===== src/include/lcd_cfg.svh =====
`ifndef LCD_CFG_SVH
`define LCD_CFG_SVH
// ****************************************************************
// register map: word indices, byte address is four times the index
// ****************************************************************
`define LCD_IDX_LAYOUT 30'h000000E5
`define LCD_IDX_FRAME 30'h000000E6
`define LCD_RST_LAYOUT 8'h00
`define LCD_RST_FRAME 8'h00
// ****************************************************************
// field positions
// ****************************************************************
`define LCD_CS_BIT 7
`define LCD_HB_BIT 6
`define LCD_MUX_HI 5
`define LCD_MUX_LO 4
`define LCD_PM_HI 3
`define LCD_PM_LO 0
`define LCD_PS_HI 6
`define LCD_PS_LO 4
`define LCD_CD_HI 2
`define LCD_CD_LO 0
// ****************************************************************
// bus answers and timing constants
// ****************************************************************
`define LCD_RESP_OKAY 2'h0
`define LCD_RESP_SLVERR 2'h2
`define LCD_MUX_STATIC 2'h0
`define LCD_MUX_THIRD 2'h2
`define LCD_K_THIRD 4'h6
`define LCD_K_OTHER 4'h8
`define LCD_N_BASE_SHIFT 4'h4
`define LCD_N_STEP_SHIFT 4'h5
`define LCD_SEG_BASE_LO 6'h0D
`define LCD_SEG_BASE_HI 6'h1B
`define LCD_SEG_CODE6 6'h18
`define LCD_SEG_CODE7 6'h19
`define LCD_SEG_CODE15 6'h28
`define LCD_SEG_PINS 40
`define LCD_COM_PINS 4
`endif


===== src/include/lcd_pkg.sv =====
package lcd_pkg;
  // drive level scheme applied to the glass
  typedef enum logic [1:0]
  {
    DRIVE_STATIC = 2'b00,
    DRIVE_HALF = 2'b01,
    DRIVE_THIRD = 2'b10
  } drive_mode_t;
endpackage


===== src/include/lcd_cfg_if.sv =====
`timescale 1ns/1ps
interface lcd_cfg_if;
  logic half_bias_select;
  logic [1:0] common_mux_select;
  logic [3:0] segment_pin_mask;
  logic [2:0] frame_prescale_select;
  logic [2:0] frame_clock_divide;
  logic cfg_wr;
  logic lcd_tick;
  logic ps_tick;
  modport owner (output half_bias_select, common_mux_select, segment_pin_mask,
    frame_prescale_select, frame_clock_divide, cfg_wr, lcd_tick, input ps_tick);
  modport presc (input frame_prescale_select, frame_clock_divide, cfg_wr, lcd_tick,
    output ps_tick);
  modport mapper (input half_bias_select, common_mux_select, segment_pin_mask);
endinterface


===== src/lcd_prescaler.sv =====
`timescale 1ns/1ps
`include "lcd_cfg.svh"
module lcd_prescaler
(
  // clock and reset
  input wire logic clk_i,
  input wire logic resetn_i,
  // configuration and ticks
  lcd_cfg_if.presc cfg
);
  logic [11:0] pre_cnt_r;
  logic [2:0] div_cnt_r;
  logic ps_tick_r;
  logic [11:0] pre_last;

  // last count of the tap: N-1
  assign pre_last = (cfg.frame_prescale_select == 3'h0) ?
    12'((13'h1 << `LCD_N_BASE_SHIFT) - 13'h1) :
    12'((13'h1 << (`LCD_N_STEP_SHIFT + 4'(cfg.frame_prescale_select))) - 13'h1);

  // prescaler tap then divider by field plus one; a config write restarts both
  always_ff @(posedge clk_i or negedge resetn_i)
  begin
    if (!resetn_i)
    begin
      pre_cnt_r <= 12'h000;
      div_cnt_r <= 3'h0;
      ps_tick_r <= 1'b0;
    end
    else if (cfg.cfg_wr)
    begin
      pre_cnt_r <= 12'h000;
      div_cnt_r <= 3'h0;
      ps_tick_r <= 1'b0;
    end
    else
    begin
      ps_tick_r <= 1'b0;
      if (cfg.lcd_tick)
      begin
        if (pre_cnt_r == pre_last)
        begin
          pre_cnt_r <= 12'h000;
          if (div_cnt_r == cfg.frame_clock_divide)
          begin
            div_cnt_r <= 3'h0;
            ps_tick_r <= 1'b1;
          end
          else
          begin
            div_cnt_r <= div_cnt_r + 3'h1;
          end
        end
        else
        begin
          pre_cnt_r <= pre_cnt_r + 12'h001;
        end
      end
    end
  end

  assign cfg.ps_tick = ps_tick_r;
endmodule // lcd_prescaler


===== src/lcd_pin_mapper.sv =====
`timescale 1ns/1ps
`include "lcd_cfg.svh"
module lcd_pin_mapper
(
  // clock and reset
  input wire logic clk_i,
  input wire logic resetn_i,
  // configuration
  lcd_cfg_if.mapper cfg,
  // pin ownership and drive scheme
  output logic [`LCD_COM_PINS-1:0] com_drive_o,
  output logic [`LCD_SEG_PINS-1:0] seg_drive_o,
  output lcd_pkg::drive_mode_t drive_mode_o
);
  // segment pin count for a mask code
  function automatic logic [5:0] seg_count(input logic [3:0] code);
    logic [5:0] n;
    n = `LCD_SEG_BASE_LO;
    case (code)
      4'h6: n = `LCD_SEG_CODE6;
      4'h7: n = `LCD_SEG_CODE7;
      4'hF: n = `LCD_SEG_CODE15;
      default:
        if (code < 4'h6)
          n = `LCD_SEG_BASE_LO + {1'b0, code[2:0], 1'b0} ;
        else
          n = `LCD_SEG_BASE_HI + {1'b0, code[2:0], 1'b0};
    endcase
    return n;
  endfunction

  logic [5:0] seg_n;
  assign seg_n = seg_count(cfg.segment_pin_mask);

  // one flop per pin; unused pins go back to port function
  genvar i;
  generate
    for (i = 0; i < `LCD_SEG_PINS; i++)
    begin : g_seg
      always_ff @(posedge clk_i or negedge resetn_i)
      begin
        if (!resetn_i)
          seg_drive_o[i] <= 1'b0;
        else
          seg_drive_o[i] <= (6'(i) < seg_n);
      end
    end
    for (i = 0; i < `LCD_COM_PINS; i++)
    begin : g_com
      always_ff @(posedge clk_i or negedge resetn_i)
      begin
        if (!resetn_i)
          com_drive_o[i] <= 1'b0;
        else
          com_drive_o[i] <= (2'(i) <= cfg.common_mux_select);
      end
    end
  endgenerate

  // static duty ignores the bias bit
  always_ff @(posedge clk_i or negedge resetn_i)
  begin
    if (!resetn_i)
      drive_mode_o <= lcd_pkg::DRIVE_STATIC;
    else if (cfg.common_mux_select == `LCD_MUX_STATIC)
      drive_mode_o <= lcd_pkg::DRIVE_STATIC;
    else if (cfg.half_bias_select)
      drive_mode_o <= lcd_pkg::DRIVE_HALF;
    else
      drive_mode_o <= lcd_pkg::DRIVE_THIRD;
  end
endmodule // lcd_pin_mapper


===== src/lcd_clock_and_layout_config.sv =====
// Contract
// - source bit picks system or asynchronous clock
// - async clock: oscillator or external input
// - bias bit picks half or third bias
// - mux field picks duty and commons
// - unused commons stay ordinary port pins
// - static duty ignores the bias bit
// - mask code sets segment pin count
// - surplus segment pins stay port pins
// - small variant: mask top bit reads zero
// - prescale code picks divide 16 to 4096
// - divider output forms the prescaled clock
// - frame register bits 7, 3 read zero
// - divide field gives ratio value plus one
// - frame equals clock over K N D
//
// Register access over AXI4-Lite was chosen for this implementation.
`timescale 1ns/1ps
`include "lcd_cfg.svh"
module lcd_clock_and_layout_config
#(
  parameter bit LARGE_VARIANT = 1'b1
)
(
  // clock and reset
  input wire logic clk_i,
  input wire logic resetn_i,
  // axi4-lite write address and data
  input wire logic [31:0] s_axi_awaddr,
  input wire logic s_axi_awvalid,
  output logic s_axi_awready,
  input wire logic [31:0] s_axi_wdata,
  input wire logic [3:0] s_axi_wstrb,
  input wire logic s_axi_wvalid,
  output logic s_axi_wready,
  // axi4-lite write response
  output logic [1:0] s_axi_bresp,
  output logic s_axi_bvalid,
  input wire logic s_axi_bready,
  // axi4-lite read
  input wire logic [31:0] s_axi_araddr,
  input wire logic s_axi_arvalid,
  output logic s_axi_arready,
  output logic [31:0] s_axi_rdata,
  output logic [1:0] s_axi_rresp,
  output logic s_axi_rvalid,
  input wire logic s_axi_rready,
  // asynchronous clock sources
  input wire logic timer_osc_clk_i,
  input wire logic ext_clk_i,
  input wire logic external_clock_input_select_i,
  // panel timing and pin ownership
  output logic prescaled_panel_clock_o,
  output logic frame_start_o,
  output logic [`LCD_COM_PINS-1:0] com_drive_o,
  output logic [`LCD_SEG_PINS-1:0] seg_drive_o,
  output lcd_pkg::drive_mode_t drive_mode_o
);
  // ****************************************************************
  // register storage
  // ****************************************************************
  logic clock_source_select_r;
  logic half_bias_select_r;
  logic [1:0] common_mux_select_r;
  logic [3:0] segment_pin_mask_r;
  logic [2:0] frame_prescale_select_r;
  logic [2:0] frame_clock_divide_r;

  // ****************************************************************
  // bus slave state
  // ****************************************************************
  logic aw_held_r;
  logic w_held_r;
  logic [31:0] awaddr_r;
  logic [7:0] wdata_r;
  logic wstrb0_r;
  logic wr_fire;
  logic [1:0] wr_sel;
  logic [1:0] rd_sel;
  logic [7:0] layout_rd;
  logic [7:0] frame_rd;

  // one-hot decode of a byte address: bit 0 layout, bit 1 frame rate
  function automatic logic [1:0] reg_sel(input logic [31:0] addr);
    logic [1:0] s;
    s = 2'h0;
    if (addr[1:0] == 2'h0)
    begin
      s[0] = (addr[31:2] == `LCD_IDX_LAYOUT);
      s[1] = (addr[31:2] == `LCD_IDX_FRAME);
    end
    return s;
  endfunction

  // address and data may come in either order; hold until both are here
  assign s_axi_awready = !aw_held_r && !s_axi_bvalid;
  assign s_axi_wready = !w_held_r && !s_axi_bvalid;
  assign wr_fire = aw_held_r && w_held_r && !s_axi_bvalid;
  assign wr_sel = reg_sel(awaddr_r);

  always_ff @(posedge clk_i or negedge resetn_i)
  begin
    if (!resetn_i)
    begin
      aw_held_r <= 1'b0;
      awaddr_r <= 32'h00000000;
    end
    else if (s_axi_awvalid && s_axi_awready)
    begin
      aw_held_r <= 1'b1;
      awaddr_r <= s_axi_awaddr;
    end
    else if (wr_fire)
    begin
      aw_held_r <= 1'b0;
    end
  end

  always_ff @(posedge clk_i or negedge resetn_i)
  begin
    if (!resetn_i)
    begin
      w_held_r <= 1'b0;
      wdata_r <= 8'h00;
      wstrb0_r <= 1'b0;
    end
    else if (s_axi_wvalid && s_axi_wready)
    begin
      w_held_r <= 1'b1;
      wdata_r <= s_axi_wdata[7:0];
      wstrb0_r <= s_axi_wstrb[0];
    end
    else if (wr_fire)
    begin
      w_held_r <= 1'b0;
    end
  end

  // write response; unmapped addresses answer slverr
  always_ff @(posedge clk_i or negedge resetn_i)
  begin
    if (!resetn_i)
    begin
      s_axi_bvalid <= 1'b0;
      s_axi_bresp <= `LCD_RESP_OKAY;
    end
    else if (wr_fire)
    begin
      s_axi_bvalid <= 1'b1;
      s_axi_bresp <= (wr_sel != 2'h0) ? `LCD_RESP_OKAY : `LCD_RESP_SLVERR;
    end
    else if (s_axi_bready)
    begin
      s_axi_bvalid <= 1'b0;
    end
  end

  // ****************************************************************
  // configuration registers
  // ****************************************************************
  // layout register; only byte lane 0 carries data
  always_ff @(posedge clk_i or negedge resetn_i)
  begin
    if (!resetn_i)
    begin
      clock_source_select_r <= 1'(`LCD_RST_LAYOUT >> `LCD_CS_BIT);
      half_bias_select_r <= 1'b0;
      common_mux_select_r <= 2'h0;
      segment_pin_mask_r <= 4'h0;
    end
    else if (wr_fire && wr_sel[0] && wstrb0_r)
    begin
      clock_source_select_r <= wdata_r[`LCD_CS_BIT];
      half_bias_select_r <= wdata_r[`LCD_HB_BIT];
      common_mux_select_r <= wdata_r[`LCD_MUX_HI:`LCD_MUX_LO];
      // small variant has no top mask bit
      segment_pin_mask_r <= {wdata_r[`LCD_PM_HI] & LARGE_VARIANT,
        wdata_r[`LCD_PM_HI-1:`LCD_PM_LO]};
    end
  end

  // frame rate register; reserved bits are simply not stored
  always_ff @(posedge clk_i or negedge resetn_i)
  begin
    if (!resetn_i)
    begin
      frame_prescale_select_r <= 3'h0;
      frame_clock_divide_r <= 3'h0;
    end
    else if (wr_fire && wr_sel[1] && wstrb0_r)
    begin
      frame_prescale_select_r <= wdata_r[`LCD_PS_HI:`LCD_PS_LO];
      frame_clock_divide_r <= wdata_r[`LCD_CD_HI:`LCD_CD_LO];
    end
  end

  // ****************************************************************
  // read channel
  // ****************************************************************
  assign layout_rd = {clock_source_select_r, half_bias_select_r, common_mux_select_r,
    segment_pin_mask_r};
  assign frame_rd = {1'b0, frame_prescale_select_r, 1'b0, frame_clock_divide_r};
  assign rd_sel = reg_sel(s_axi_araddr);
  assign s_axi_arready = !s_axi_rvalid;

  always_ff @(posedge clk_i or negedge resetn_i)
  begin
    if (!resetn_i)
    begin
      s_axi_rvalid <= 1'b0;
      s_axi_rdata <= 32'h00000000;
      s_axi_rresp <= `LCD_RESP_OKAY;
    end
    else if (s_axi_arvalid && s_axi_arready)
    begin
      s_axi_rvalid <= 1'b1;
      s_axi_rdata <= rd_sel[0] ? {24'h000000, layout_rd} :
        rd_sel[1] ? {24'h000000, frame_rd} : 32'h00000000;
      s_axi_rresp <= (rd_sel != 2'h0) ? `LCD_RESP_OKAY : `LCD_RESP_SLVERR;
    end
    else if (s_axi_rready)
    begin
      s_axi_rvalid <= 1'b0;
    end
  end

  // ****************************************************************
  // panel clock source
  // ****************************************************************
  logic async_src;
  logic async_prev_r;
  logic lcd_tick_r;

  // pins are synchronous; one flop finds the rising edge of the async source
  assign async_src = external_clock_input_select_i ? ext_clk_i : timer_osc_clk_i;

  always_ff @(posedge clk_i or negedge resetn_i)
  begin
    if (!resetn_i)
    begin
      async_prev_r <= 1'b0;
      lcd_tick_r <= 1'b0;
    end
    else
    begin
      async_prev_r <= async_src;
      lcd_tick_r <= clock_source_select_r ? (async_src && !async_prev_r) : 1'b1;
    end
  end

  // ****************************************************************
  // submodules
  // ****************************************************************
  lcd_cfg_if cfg_bus ();
  assign cfg_bus.half_bias_select = half_bias_select_r;
  assign cfg_bus.common_mux_select = common_mux_select_r;
  assign cfg_bus.segment_pin_mask = segment_pin_mask_r;
  assign cfg_bus.frame_prescale_select = frame_prescale_select_r;
  assign cfg_bus.frame_clock_divide = frame_clock_divide_r;
  // any config write restarts the timing chain so no stale phase survives
  assign cfg_bus.cfg_wr = wr_fire && (wr_sel != 2'h0);
  assign cfg_bus.lcd_tick = lcd_tick_r;

  lcd_prescaler u_presc
  (
    .clk_i(clk_i),
    .resetn_i(resetn_i),
    .cfg(cfg_bus.presc)
  );

  lcd_pin_mapper u_map
  (
    .clk_i(clk_i),
    .resetn_i(resetn_i),
    .cfg(cfg_bus.mapper),
    .com_drive_o(com_drive_o),
    .seg_drive_o(seg_drive_o),
    .drive_mode_o(drive_mode_o)
  );

  // ****************************************************************
  // frame sequencing
  // ****************************************************************
  logic [3:0] frame_cnt_r;
  logic [3:0] k_last;

  // third duty uses six phases per frame, the others eight
  assign k_last = ((common_mux_select_r == `LCD_MUX_THIRD) ? `LCD_K_THIRD : `LCD_K_OTHER)
    - 4'h1;
  assign prescaled_panel_clock_o = cfg_bus.ps_tick;

  always_ff @(posedge clk_i or negedge resetn_i)
  begin
    if (!resetn_i)
    begin
      frame_cnt_r <= 4'h0;
      frame_start_o <= 1'b0;
    end
    else if (cfg_bus.cfg_wr)
    begin
      frame_cnt_r <= 4'h0;
      frame_start_o <= 1'b0;
    end
    else
    begin
      frame_start_o <= 1'b0;
      if (cfg_bus.ps_tick)
      begin
        if (frame_cnt_r >= k_last)
        begin
          frame_cnt_r <= 4'h0;
          frame_start_o <= 1'b1;
        end
        else
        begin
          frame_cnt_r <= frame_cnt_r + 4'h1;
        end
      end
    end
  end

  // ****************************************************************
  // checks
  // ****************************************************************
  logic [15:0] lcd_span_r;
  logic [3:0] ps_span_r;
  logic [15:0] nd_exp;

  // expected lcd ticks per prescaled tick: N times D
  assign nd_exp = (frame_prescale_select_r == 3'h0) ?
    16'((17'h1 << `LCD_N_BASE_SHIFT) * (17'(frame_clock_divide_r) + 17'h1)) :
    16'((17'h1 << (`LCD_N_STEP_SHIFT + 4'(frame_prescale_select_r)))
      * (17'(frame_clock_divide_r) + 17'h1));

  // helper counts of ticks since the last output tick
  always_ff @(posedge clk_i or negedge resetn_i)
  begin
    if (!resetn_i)
    begin
      lcd_span_r <= 16'h0000;
      ps_span_r <= 4'h0;
    end
    else if (cfg_bus.cfg_wr)
    begin
      lcd_span_r <= 16'h0000;
      ps_span_r <= 4'h0;
    end
    else
    begin
      lcd_span_r <= cfg_bus.ps_tick ? 16'(lcd_tick_r) : lcd_span_r + 16'(lcd_tick_r);
      ps_span_r <= frame_start_o ? 4'(cfg_bus.ps_tick) : ps_span_r + 4'(cfg_bus.ps_tick);
    end
  end
endmodule // lcd_clock_and_layout_config


===== config.mk =====
export PLATFORM = sky130hd
export DESIGN_NAME = lcd_clock_and_layout_config
export DESIGN_NICKNAME = d
export VERILOG_FILES = /design/src/include/lcd_pkg.sv /design/src/include/lcd_cfg_if.sv /design/src/lcd_prescaler.sv /design/src/lcd_pin_mapper.sv /design/src/lcd_clock_and_layout_config.sv
export VERILOG_INCLUDE_DIRS = /design/src /design/src/include
export SDC_FILE = /design/constraint.sdc
export NUM_CORES = 1
export LEC_CHECK = 0
export BUFFER_PORTS_ARGS = -buffer_cell sky130_fd_sc_hd__buf_2
export CAP_MARGIN = 20
export CORE_ASPECT_RATIO = 1.25
export CORE_MARGIN = 8
export CORE_UTILIZATION = 54
export DETAILED_ROUTE_END_ITERATION = 16
export PLACE_DENSITY = 0.85
export SYNTH_ARGS = -nofsm -noshare
export SYNTH_HDL_FRONTEND = slang
export SYNTH_SLANG_ARGS = --single-unit

===== constraint.sdc =====
create_clock -name clk_i -period 3.9 [get_ports clk_i]
set_clock_uncertainty 0.15 [all_clocks]
set_input_delay 0.585 -clock clk_i [delete_from_list [all_inputs] [get_ports clk_i]]
set_output_delay 0.585 -clock clk_i [all_outputs]
set_load 0.03 [all_outputs]

### After elaboration in Yosys (flattened, before gate mapping)

Cells that the tools add are included.

* add/subtract/negate cells: 8
* magnitude comparators: 46
* eq/ne operators: 10
* shifts and indexed selects: 1
* muxes and demuxes: 38
* reduce and logical (&&, ||, !) cells: 32

Operators with widths (number)
* 30-bit by 8-bit equality test with 1-bit output (second input constant): 4
* 5-bit by 6-bit < comparator with 1-bit output (first input constant): 16
* 4-bit by 6-bit < comparator with 1-bit output (first input constant): 8
* 6-bit < comparator (first input constant): 8
* 12-bit two-way mux: 4
* 3-bit by 6-bit < comparator with 1-bit output (first input constant): 4
* 6-bit case mux with 3 select lines: 1
* 2-bit nonzero test: 9
* 1-bit two-way mux: 16
* 4-bit two-way mux: 4
* 1-bit logical AND: 13
* 12-bit by 1-bit adder with 12-bit output (second input constant): 1
* 12-bit equality test: 1
* 1-bit by 6-bit < comparator with 1-bit output (first input constant): 2
* 2-bit by 6-bit < comparator with 1-bit output (first input constant): 2
* 2-bit two-way mux: 6
* 3-bit two-way mux: 4
* 1-bit by 4-bit << shifter with 12-bit output (first input constant): 1
* 12-bit by 1-bit subtractor with 12-bit output (second input constant): 1
* 4-bit by 3-bit equality test with 1-bit output (second input constant): 2
* 8-bit two-way mux: 1
* 7-bit two-way mux: 1
* 5-bit by 4-bit adder with 6-bit output (first input constant): 1
* 2-bit logical NOT: 3
* other kinds (16): 22

* register bits after elaboration: 164
* logic and storage cells: 203

### Logic depth before layout (Yosys ltp)

Gate-level depths: netlist of the first run.

* depth after elaboration: 8
* gate-level depth with buffers: 10
* depth with buffers taken out: 8

### By module

A second synthesis of the first run with hierarchy kept.

* cells, all modules: 508
* area, all modules: 5982.0 sq um

Modules (own cells, without submodules)
* lcd_clock_and_layout_config: instances 1, cells each 251, area each 3348.2 sq um, sequential area each 1901.8 sq um
* lcd_pin_mapper: instances 1, cells each 136, area each 1534.0 sq um, sequential area each 900.9 sq um
* lcd_prescaler: instances 1, cells each 121, area each 1099.8 sq um, sequential area each 400.4 sq um

### Least setup slack after synthesis of the first run

Ideal clock, no wire load.

* path type: register to register
* from: register segment_pin_mask_r[0], in the netlist cfg_bus.segment_pin_mask[0]
* to: register u_map.seg_drive_o[1]
* setup time: 146 ps
* arrival time: 2048 ps
* data required time: 3604 ps
* setup slack: 1556 ps
* stages on the path, launching flop included: 10
* path buffers: 2
* clock period less this slack: 2344 ps
* cells stage by stage: dfrtp_1 clkbuf_1 inv_1 ha_1 nor2_1 nor3_1 a211oi_1 and2_1 clkbuf_1 nand4_1

* word-level cells in the longest chain between the ends: 4
* elaborated cells on any way between the ends: 9
* those cells by class: 2 x add/sub; 2 x order compare; 3 x eq/ne; 2 x mux

Ends and longest elaborated chain
* from (decl): RTL line lcd_clock_and_layout_config.sv:65 `logic [3:0] segment_pin_mask_r;`
* from (signal assigned): RTL line lcd_clock_and_layout_config.sv:177 `` segment_pin_mask_r <= {wdata_r[`LCD_PM_HI] & LARGE_VARIANT, ``
* 5-bit by 4-bit adder with 6-bit output (no line), or another cell as far along
* 6-bit two-way mux: RTL line lcd_pin_mapper.sv:24 `if (code < 4'h6)`
* 6-bit case mux with 3 select lines (*): RTL line lcd_pin_mapper.sv:19 `case (code)`
* 1-bit by 6-bit < comparator with 1-bit output (*): RTL line lcd_pin_mapper.sv:45 `seg_drive_o[i] <= (6'(i) < seg_n);`
* to (signal, indexed assignment): RTL line lcd_pin_mapper.sv:45
* to (decl): RTL line lcd_pin_mapper.sv:12 `` output logic [`LCD_SEG_PINS-1:0] seg_drive_o, ``

Every way passes the cells marked *; elsewhere a longest branch is shown, timed or not.
A chain may end at the register's enable or synchronous reset.

### Final worst setup path of the first run

* from: register awaddr_r[21]
* to: register common_mux_select_r[0], in the netlist cfg_bus.common_mux_select[0]

* word-level cells in the longest chain between the ends: 4

Ends and longest elaborated chain
* from (decl): RTL line lcd_clock_and_layout_config.sv:74 `logic [31:0] awaddr_r;`
* from (signal assigned): RTL line lcd_clock_and_layout_config.sv:111 `awaddr_r <= s_axi_awaddr;`
* 30-bit by 8-bit equality test with 1-bit output (no line)
* 2-bit two-way mux: RTL line lcd_clock_and_layout_config.sv:87 `if (addr[1:0] == 2'h0)`
* 1-bit logical AND (2 in series): RTL line lcd_clock_and_layout_config.sv:171 `else if (wr_fire && wr_sel[0] && wstrb0_r)`
* to (signal assigned): RTL line lcd_clock_and_layout_config.sv:175 `` common_mux_select_r <= wdata_r[`LCD_MUX_HI:`LCD_MUX_LO]; ``
* to (decl): RTL line lcd_clock_and_layout_config.sv:64 `logic [1:0] common_mux_select_r;`

No other way between the ends.

==> flow_metrics.py, run 1 <==
metrics = {
    "status": {
        "status": "completed",
    },
    "drt": {
        "wl_mm": 13.2,
        "vias": 4349,
        "postRouteAntennaNets": 0,
        "drc": 0,
        "drt-pass1-iter-count": 4,
        "wl_per_cell_um": 16.3,
        "drt_iter0_drc": 138,
        "vias_per_cell": 5.39,
    },
    "job": {
        "drv_cap": 0,
    },
    "layout": {
        "drive_gt1_share_pct": 36.3,
        "area_growth_pct": 22.2,
        "antenna_cells": 0,
        "fin_nets": 780,
        "seqCellArea_sq_um": 3200,
        "fin_cells": 807,
        "mostFrequentLayoutCell": "buf_2",
        "final_cell_mix": "buf_2 (144), dfrtp_1 (128), mux2_2 (56)",
        "multi_input_area_sq_um": 2410,
        "n_fill_cell": 843,
    },
    "global_route": {
        "track_usage_pct": 18.8,
        "grt_max_degree": 78,
        "grt_pass1_wl_mm": 21.9,
        "grt_antenna_before_repair": 0,
        "grt-ovfl-total": 0,
        "grt_pass1_vias": 4594,
    },
    "synth": {
        "netlist.area_leader.share_pct": 54.0,
        "synthesis.instances": 522,
        "ys_warn_count": 0,
        "ys_types": 56,
        "synth_area_leaders": "dfrtp_1 (54%), mux2_2 (11%), buf_4 (4.6%), nor2_1 (2.2%), ha_1 (2.1%)",
        "synth_ff_type": "dfrtp_1",
        "ys_async_sr_fraction_pct": 100,
        "synth_area_sq_um": 5930,
        "synth.avg_cell_area_sq_um": 11.4,
        "synth_top_area_cell": "dfrtp_1",
        "synth-edff-count": 0,
        "ys_ff_latch": 128,
        "synth-seq-area-share_pct": 54.0,
    },
    "setup_path": {
        "r2r_slack_ns": 0.95,
        "setup.worst_path.start_class": "flip-flop",
        "critPathRequiredTime_ns": 4.04,
        "cp_max_fo": 8,
        "end_kind": "flip-flop",
        "critical_path_class": "flip-flop to flip-flop",
        "cp.arrival_ns": 3.09,
    },
    "timing": {
        "period_share_pct": 75.7,
        "relSlewSlack_pct": 38.3,
        "grt_setup_unrepaired": "no",
        "tightest_slew_ns": 0.925,
        "setup_viol": 0,
        "hold_violations": 0,
        "setup_tns_ns": 0,
        "timing.hold.ws_ns": 0.180,
        "drv_slew": 0,
        "period_needed_ns": 2.95,
        "fmax_mhz": 339,
    },
    "floorplanning": {
        "die_x_um": 110,
        "core_area_sq_um": 10900,
        "num_rows": 43,
        "start_util_pct": 54.3,
        "pin_count": 199,
        "dieArea_sq_um": 14600,
        "die_h_um": 133,
    },
    "clock_tree": {
        "cts_tree": "yes",
        "cts_resized": 0,
        "cts_htree_levels": 4,
        "clock_path_buffers": 2,
        "clockRootBuffer": "clkbuf_16",
        "cts_sinks": 128,
        "clk_latency_ns": 0.41,
        "clk_pin_slew_ns": 0.05,
        "cts_buffers": 17,
        "postCtsHoldBufs": 0,
        "cts_setup_buffers": 0,
    },
    "power": {
        "p_int_mw": 3.00,
        "irDropWorstVdd_v": 0.000531,
        "seq_power_share_pct": 43.2,
        "power_mw": 4.00,
        "clockPowerShare_pct": 41.6,
        "switching_share_pct": 24.9,
        "p_leak_nw": 3.59,
        "power_density_nw_per_um2": 552,
        "switchingPower_mw": 0.997,
        "power_frac_comb_pct": 15.3,
    },
    "worst_hold_path": {
        "min_path_type": "input pin to asynchronous set/reset pin",
    },
    "placement": {
        "io_buffers": 145,
        "dp_hpwl_mm": 9.85,
        "place_congestion": 0.896,
        "dp.cells": 775,
    },
}
state kept, by name (all words and copies together) (netlist names), 2 cells and up:
name                           flops
u_map.com_drive_o                  4
wdata_r                            8
frame_cnt_r                        4
awaddr_r                          32
u_map.seg_drive_o                 30
cfg_bus.frame_clock_divide         3
u_presc.div_cnt_r                  3
u_map.drive_mode_o                 2
cfg_bus.segment_pin_mask           4
s_axi_rdata                        8
u_presc.pre_cnt_r                 12
cfg_bus.frame_prescale_select      3
cfg_bus.common_mux_select          2
power groups by stage:
stage,Sequential (mW),Combinational [mW],Clock [mW]
floorplan,1.71,0.458,0
global placement,1.72,0.572,0
detailed placement,1.75,0.611,0
CTS,1.73,0.617,1.69
global route,1.76,0.669,1.76
finish,1.73,0.611,1.66
per-layer routing:
metal | vias up | track usage (%) | wire length [um]
met5 | - | 0 | 0
met4 | 0 | 7.30 | 237
met3 | 22 | 6.28 | 1140
met2 | 158 | 32.2 | 6790
met1 | 2116 | 20.8 | 5010
li1 | 2053 | - | -
cells in the mapped netlist (all sizes together) (2+ instances only):
library cell	instances
dfrtp	128
mux2	56
buf	42
nor2	34
nand2	29
o21ai	24
nand3	19
inv	17
clkbuf	16
nor4	16
a21oi	14
xor2	13
ha	10
mux2i	9
xnor2	8
nand4	7
and2	6
nand2b	6
nor2b	5
nor3	5
nor3b	5
and3	4
o211ai	4
o31ai	4
or2	4
a211oi	3
or4	3
a2111oi	2
a21o	2
a31oi	2
a32oi	2
and3b	2
conb	2
nand4b	2
nor4b	2
worst paths after layout:
check / start / to / depth (start not counted)
hold reg to reg: s_axi_rdata[3] / s_axi_rdata[3] / 2
min in group clk_i: s_axi_rready / s_axi_rvalid / 2
setup reg to reg: awaddr_r[21] / cfg_bus.common_mux_select[0] / 6
hold / removal: resetn_i / u_map.seg_drive_o[19] / 1
setup / recovery: awaddr_r[21] / cfg_bus.common_mux_select[0] / 6
max in group asynchronous: resetn_i / u_presc.pre_cnt_r[4] / 2
cell families after synthesis:
kind of cell    Yosys count  share of synthesized area, %
compound gates           68                          7.56
mux                      65                          12.2
buf+inv                  75                          7.09
simple gates            153                          13.8
flops                   128                          54.0
fa+ha+maj                10                          2.11
xor+xnor                 21                          3.10
other cells               2                         0.127
critical path, cell delays in order, from the launching register on:
cell,delay (ns)
dfrtp_1,0.38
nor4_1,0.64
nand2_1,0.11
nor4_1,0.31
nand2_1,0.17
nor3b_2,0.64
mux2_2,0.43
stage by stage:
stage / setup WS (ns) / util, % / instance area, sq um
final: 0.948 / 66.3 / 7240
after detailed placement: 1.03 / 60.5 / 6610
after global placement: 1.09 / 60.5 / 6610
after CTS: 0.928 / 66.3 / 7240
after global routing: 0.755 / 66.3 / 7240
after floorplan: 1.56 / - / 6030
area by class of cell:
cell class              count  area share (%)
clock buffers              22            6.55
multi-input cells         347            33.3
inverters                  17           0.881
repair buffers            149            10.6
well taps                 135            2.33
clock inverters             9            2.16
flip-flops and latches    128            44.2
Note: power is estimated with default switching activity, not from simulation.
==> run 2, diff against run 1 <==
- CORE_UTILIZATION: 54 -> 50
- PLACE_DENSITY: 0.85 -> 0.79
- clock period: 3.9 -> 3 ns (I/O delays scaled with it)
==> flow_metrics.py, run 2 (synthesis gave the netlist of run 1 again) <==
metrics = {
    "clock_tree": {
        "cts_buffers": 17,
        "cts_setup_buffers": 0,
        "cts_htree_levels": 4,
        "cts_sinks": 128,
        "clk_pin_slew_ns": 0.06,
        "clock_path_buffers": 2,
        "cts_tree": "yes",
        "clockRootBuffer": "clkbuf_16",
        "clk_latency_ns": 0.41,
    },
    "layout": {
        "mostFrequentLayoutCell": "buf_2",
        "n_fill_cell": 941,
        "largestRegisters": "awaddr_r (32), u_map.seg_drive_o (30), u_presc.pre_cnt_r (12)",
        "antenna_cells": 0,
        "area_growth_pct": 23.6,
        "fin_nets": 788,
        "largest_reg_flops": 32,
        "drive_gt1_share_pct": 37.0,
        "final_cell_mix": "buf_2 (144), dfrtp_1 (128), mux2_2 (56)",
        "post-route-cell-area_sq_um": 7330,
        "regMostFlops": "awaddr_r",
        "fin_cells": 842,
    },
    "floorplanning": {
        "die_h_um": 138,
        "start_util_pct": 51.0,
        "num_rows": 44,
        "die_x_um": 113,
        "dieArea_sq_um": 15600,
        "core_area_sq_um": 11600,
        "pin_count": 199,
    },
    "placement": {
        "dp.cells": 809,
        "io_buffers": 145,
        "place_congestion": 0.829,
        "dp_hpwl_mm": 9.95,
        "placed_area_sq_um": 6700,
    },
    "global_route": {
        "grt-ovfl-total": 0,
        "grt_pass1_vias": 4662,
        "grt_max_degree": 93,
        "grt_pass1_wl_mm": 22.5,
        "track_usage_pct": 18.2,
        "grt_antenna_before_repair": 0,
    },
    "drt": {
        "vias_per_cell": 5.16,
        "wl_mm": 13.5,
        "wl_per_cell_um": 16.0,
        "vias": 4348,
        "drt_iter0_drc": 190,
        "postRouteAntennaNets": 0,
        "drt-pass1-iter-count": 4,
        "drc": 0,
    },
    "timing": {
        "timing.hold.ws_ns": 0.0797,
        "tightest_slew_ns": 0.719,
        "hold_violations": 0,
        "relSlewSlack_pct": 51.6,
        "period_share_pct": 88.7,
        "fmax_mhz": 376,
        "setup_tns_ns": 0,
        "period_needed_ns": 2.66,
        "drv_slew": 0,
        "setup_viol": 0,
        "grt_setup_unrepaired": "no",
    },
    "setup_path": {
        "rr_worst_depth": 7,
        "end_kind": "flip-flop",
        "critPathRequiredTime_ns": 3.14,
        "regToRegStartpoint": "awaddr_r[16]",
        "setup.worst_path.start_class": "flip-flop",
        "cp.arrival_ns": 2.80,
        "r2r_slack_ns": 0.34,
        "r2r-end": "cfg_bus.segment_pin_mask[0]",
        "cp_max_fo": 8,
        "critical_path_class": "flip-flop to flip-flop",
    },
    "job": {
        "drv_cap": 0,
    },
    "worst_hold_path": {
        "whs_path_depth": 2,
        "holdCritStartpoint": "s_axi_rready",
        "whs_endpoint": "s_axi_rvalid",
        "min_path_type": "input pin to flip-flop",
    },
    "power": {
        "power_density_nw_per_um2": 702,
        "p_leak_nw": 3.62,
        "irDropWorstVdd_v": 0.000473,
        "power_mw": 5.14,
    },
    "status": {
        "status": "completed",
    },
}
## run 2: changes by cell type in the layout (fill, tap and decap cells not counted), sizes merged
cell | before | now
clkbuf | 23 | 21
inv | 17 | 19
dlygate4sd3 | 0 | 1
bufinv | 4 | 3
buf | 148 | 156
clkinvlp | 3 | 4
## run 2: timing repair
action / CTS / global route
resized for setup: 0 / 0
endpoints found under the setup margin: 0 / 0
hold buffers: 1 / 0
hold endpoints to repair: 36 / 0
## run 2: area by class of cell
class | count | area, sq um | share of cell area, %
inverter | 17 | 63.8 | 0.871
clock buffer | 21 | 460 | 6.29
tap | 161 | 201 | 2.75
multi-input combinational | 347 | 2410 | 32.9
clock inverter | 11 | 155 | 2.12
sequential | 128 | 3200 | 43.7
timing repair buffer | 157 | 833 | 11.4
## run 2: power by group
part,total [mW],internal [mW],leakage [nW],switching (mW)
logic,0.791,0.409,1.73,0.382
registers,2.24,2.04,1.60,0.201
clock network,2.11,1.36,0.287,0.752
## run 2: metrics by stage
| stage | util [%] | setup WS, ns |
|---|---|---|
| 3_5_place_dp | 57.7 | 0.308 |
| 3_3_place_gp | 57.7 | 0.440 |
| 4_1_cts | 63.1 | 0.276 |
| 5_1_grt | 63.1 | 0.118 |
| 2_1_floorplan | - | 0.656 |
| 6_report | 63.1 | 0.339 |
## run 2: worst max path at each step
stage,end,start,cells after the start,slack [ns]
floorplan,u_map.seg_drive_o[1],cfg_bus.segment_pin_mask[0],9,0.66
global placement,u_presc.div_cnt_r[2],cfg_bus.frame_prescale_select[2],6,0.44
detailed placement,cfg_bus.segment_pin_mask[2],awaddr_r[16],7,0.31
CTS,cfg_bus.common_mux_select[1],awaddr_r[16],7,0.28
global route,cfg_bus.segment_pin_mask[0],awaddr_r[16],7,0.12
finish,cfg_bus.segment_pin_mask[0],awaddr_r[16],7,0.34
## run 2: routing by layer
layer  routed length, um  global-route usage [%]  vias to the layer above
li1                    -                       -                     2064
met1                5050                    18.3                     2111
met2                7120                    33.1                      155
met3                1120                    7.50                       18
met4                 166                    6.90                        0
met5                   0                       0                        -
## run 2: critical path, stage by stage (launching register included)
cell and delay [ns]:
dfrtp_1 0.38, nor4_1 0.41, nand4_1 0.23, nor4_1 0.45
nand2_1 0.16, nor3b_2 0.19, buf_4 0.20, mux2_2 0.36
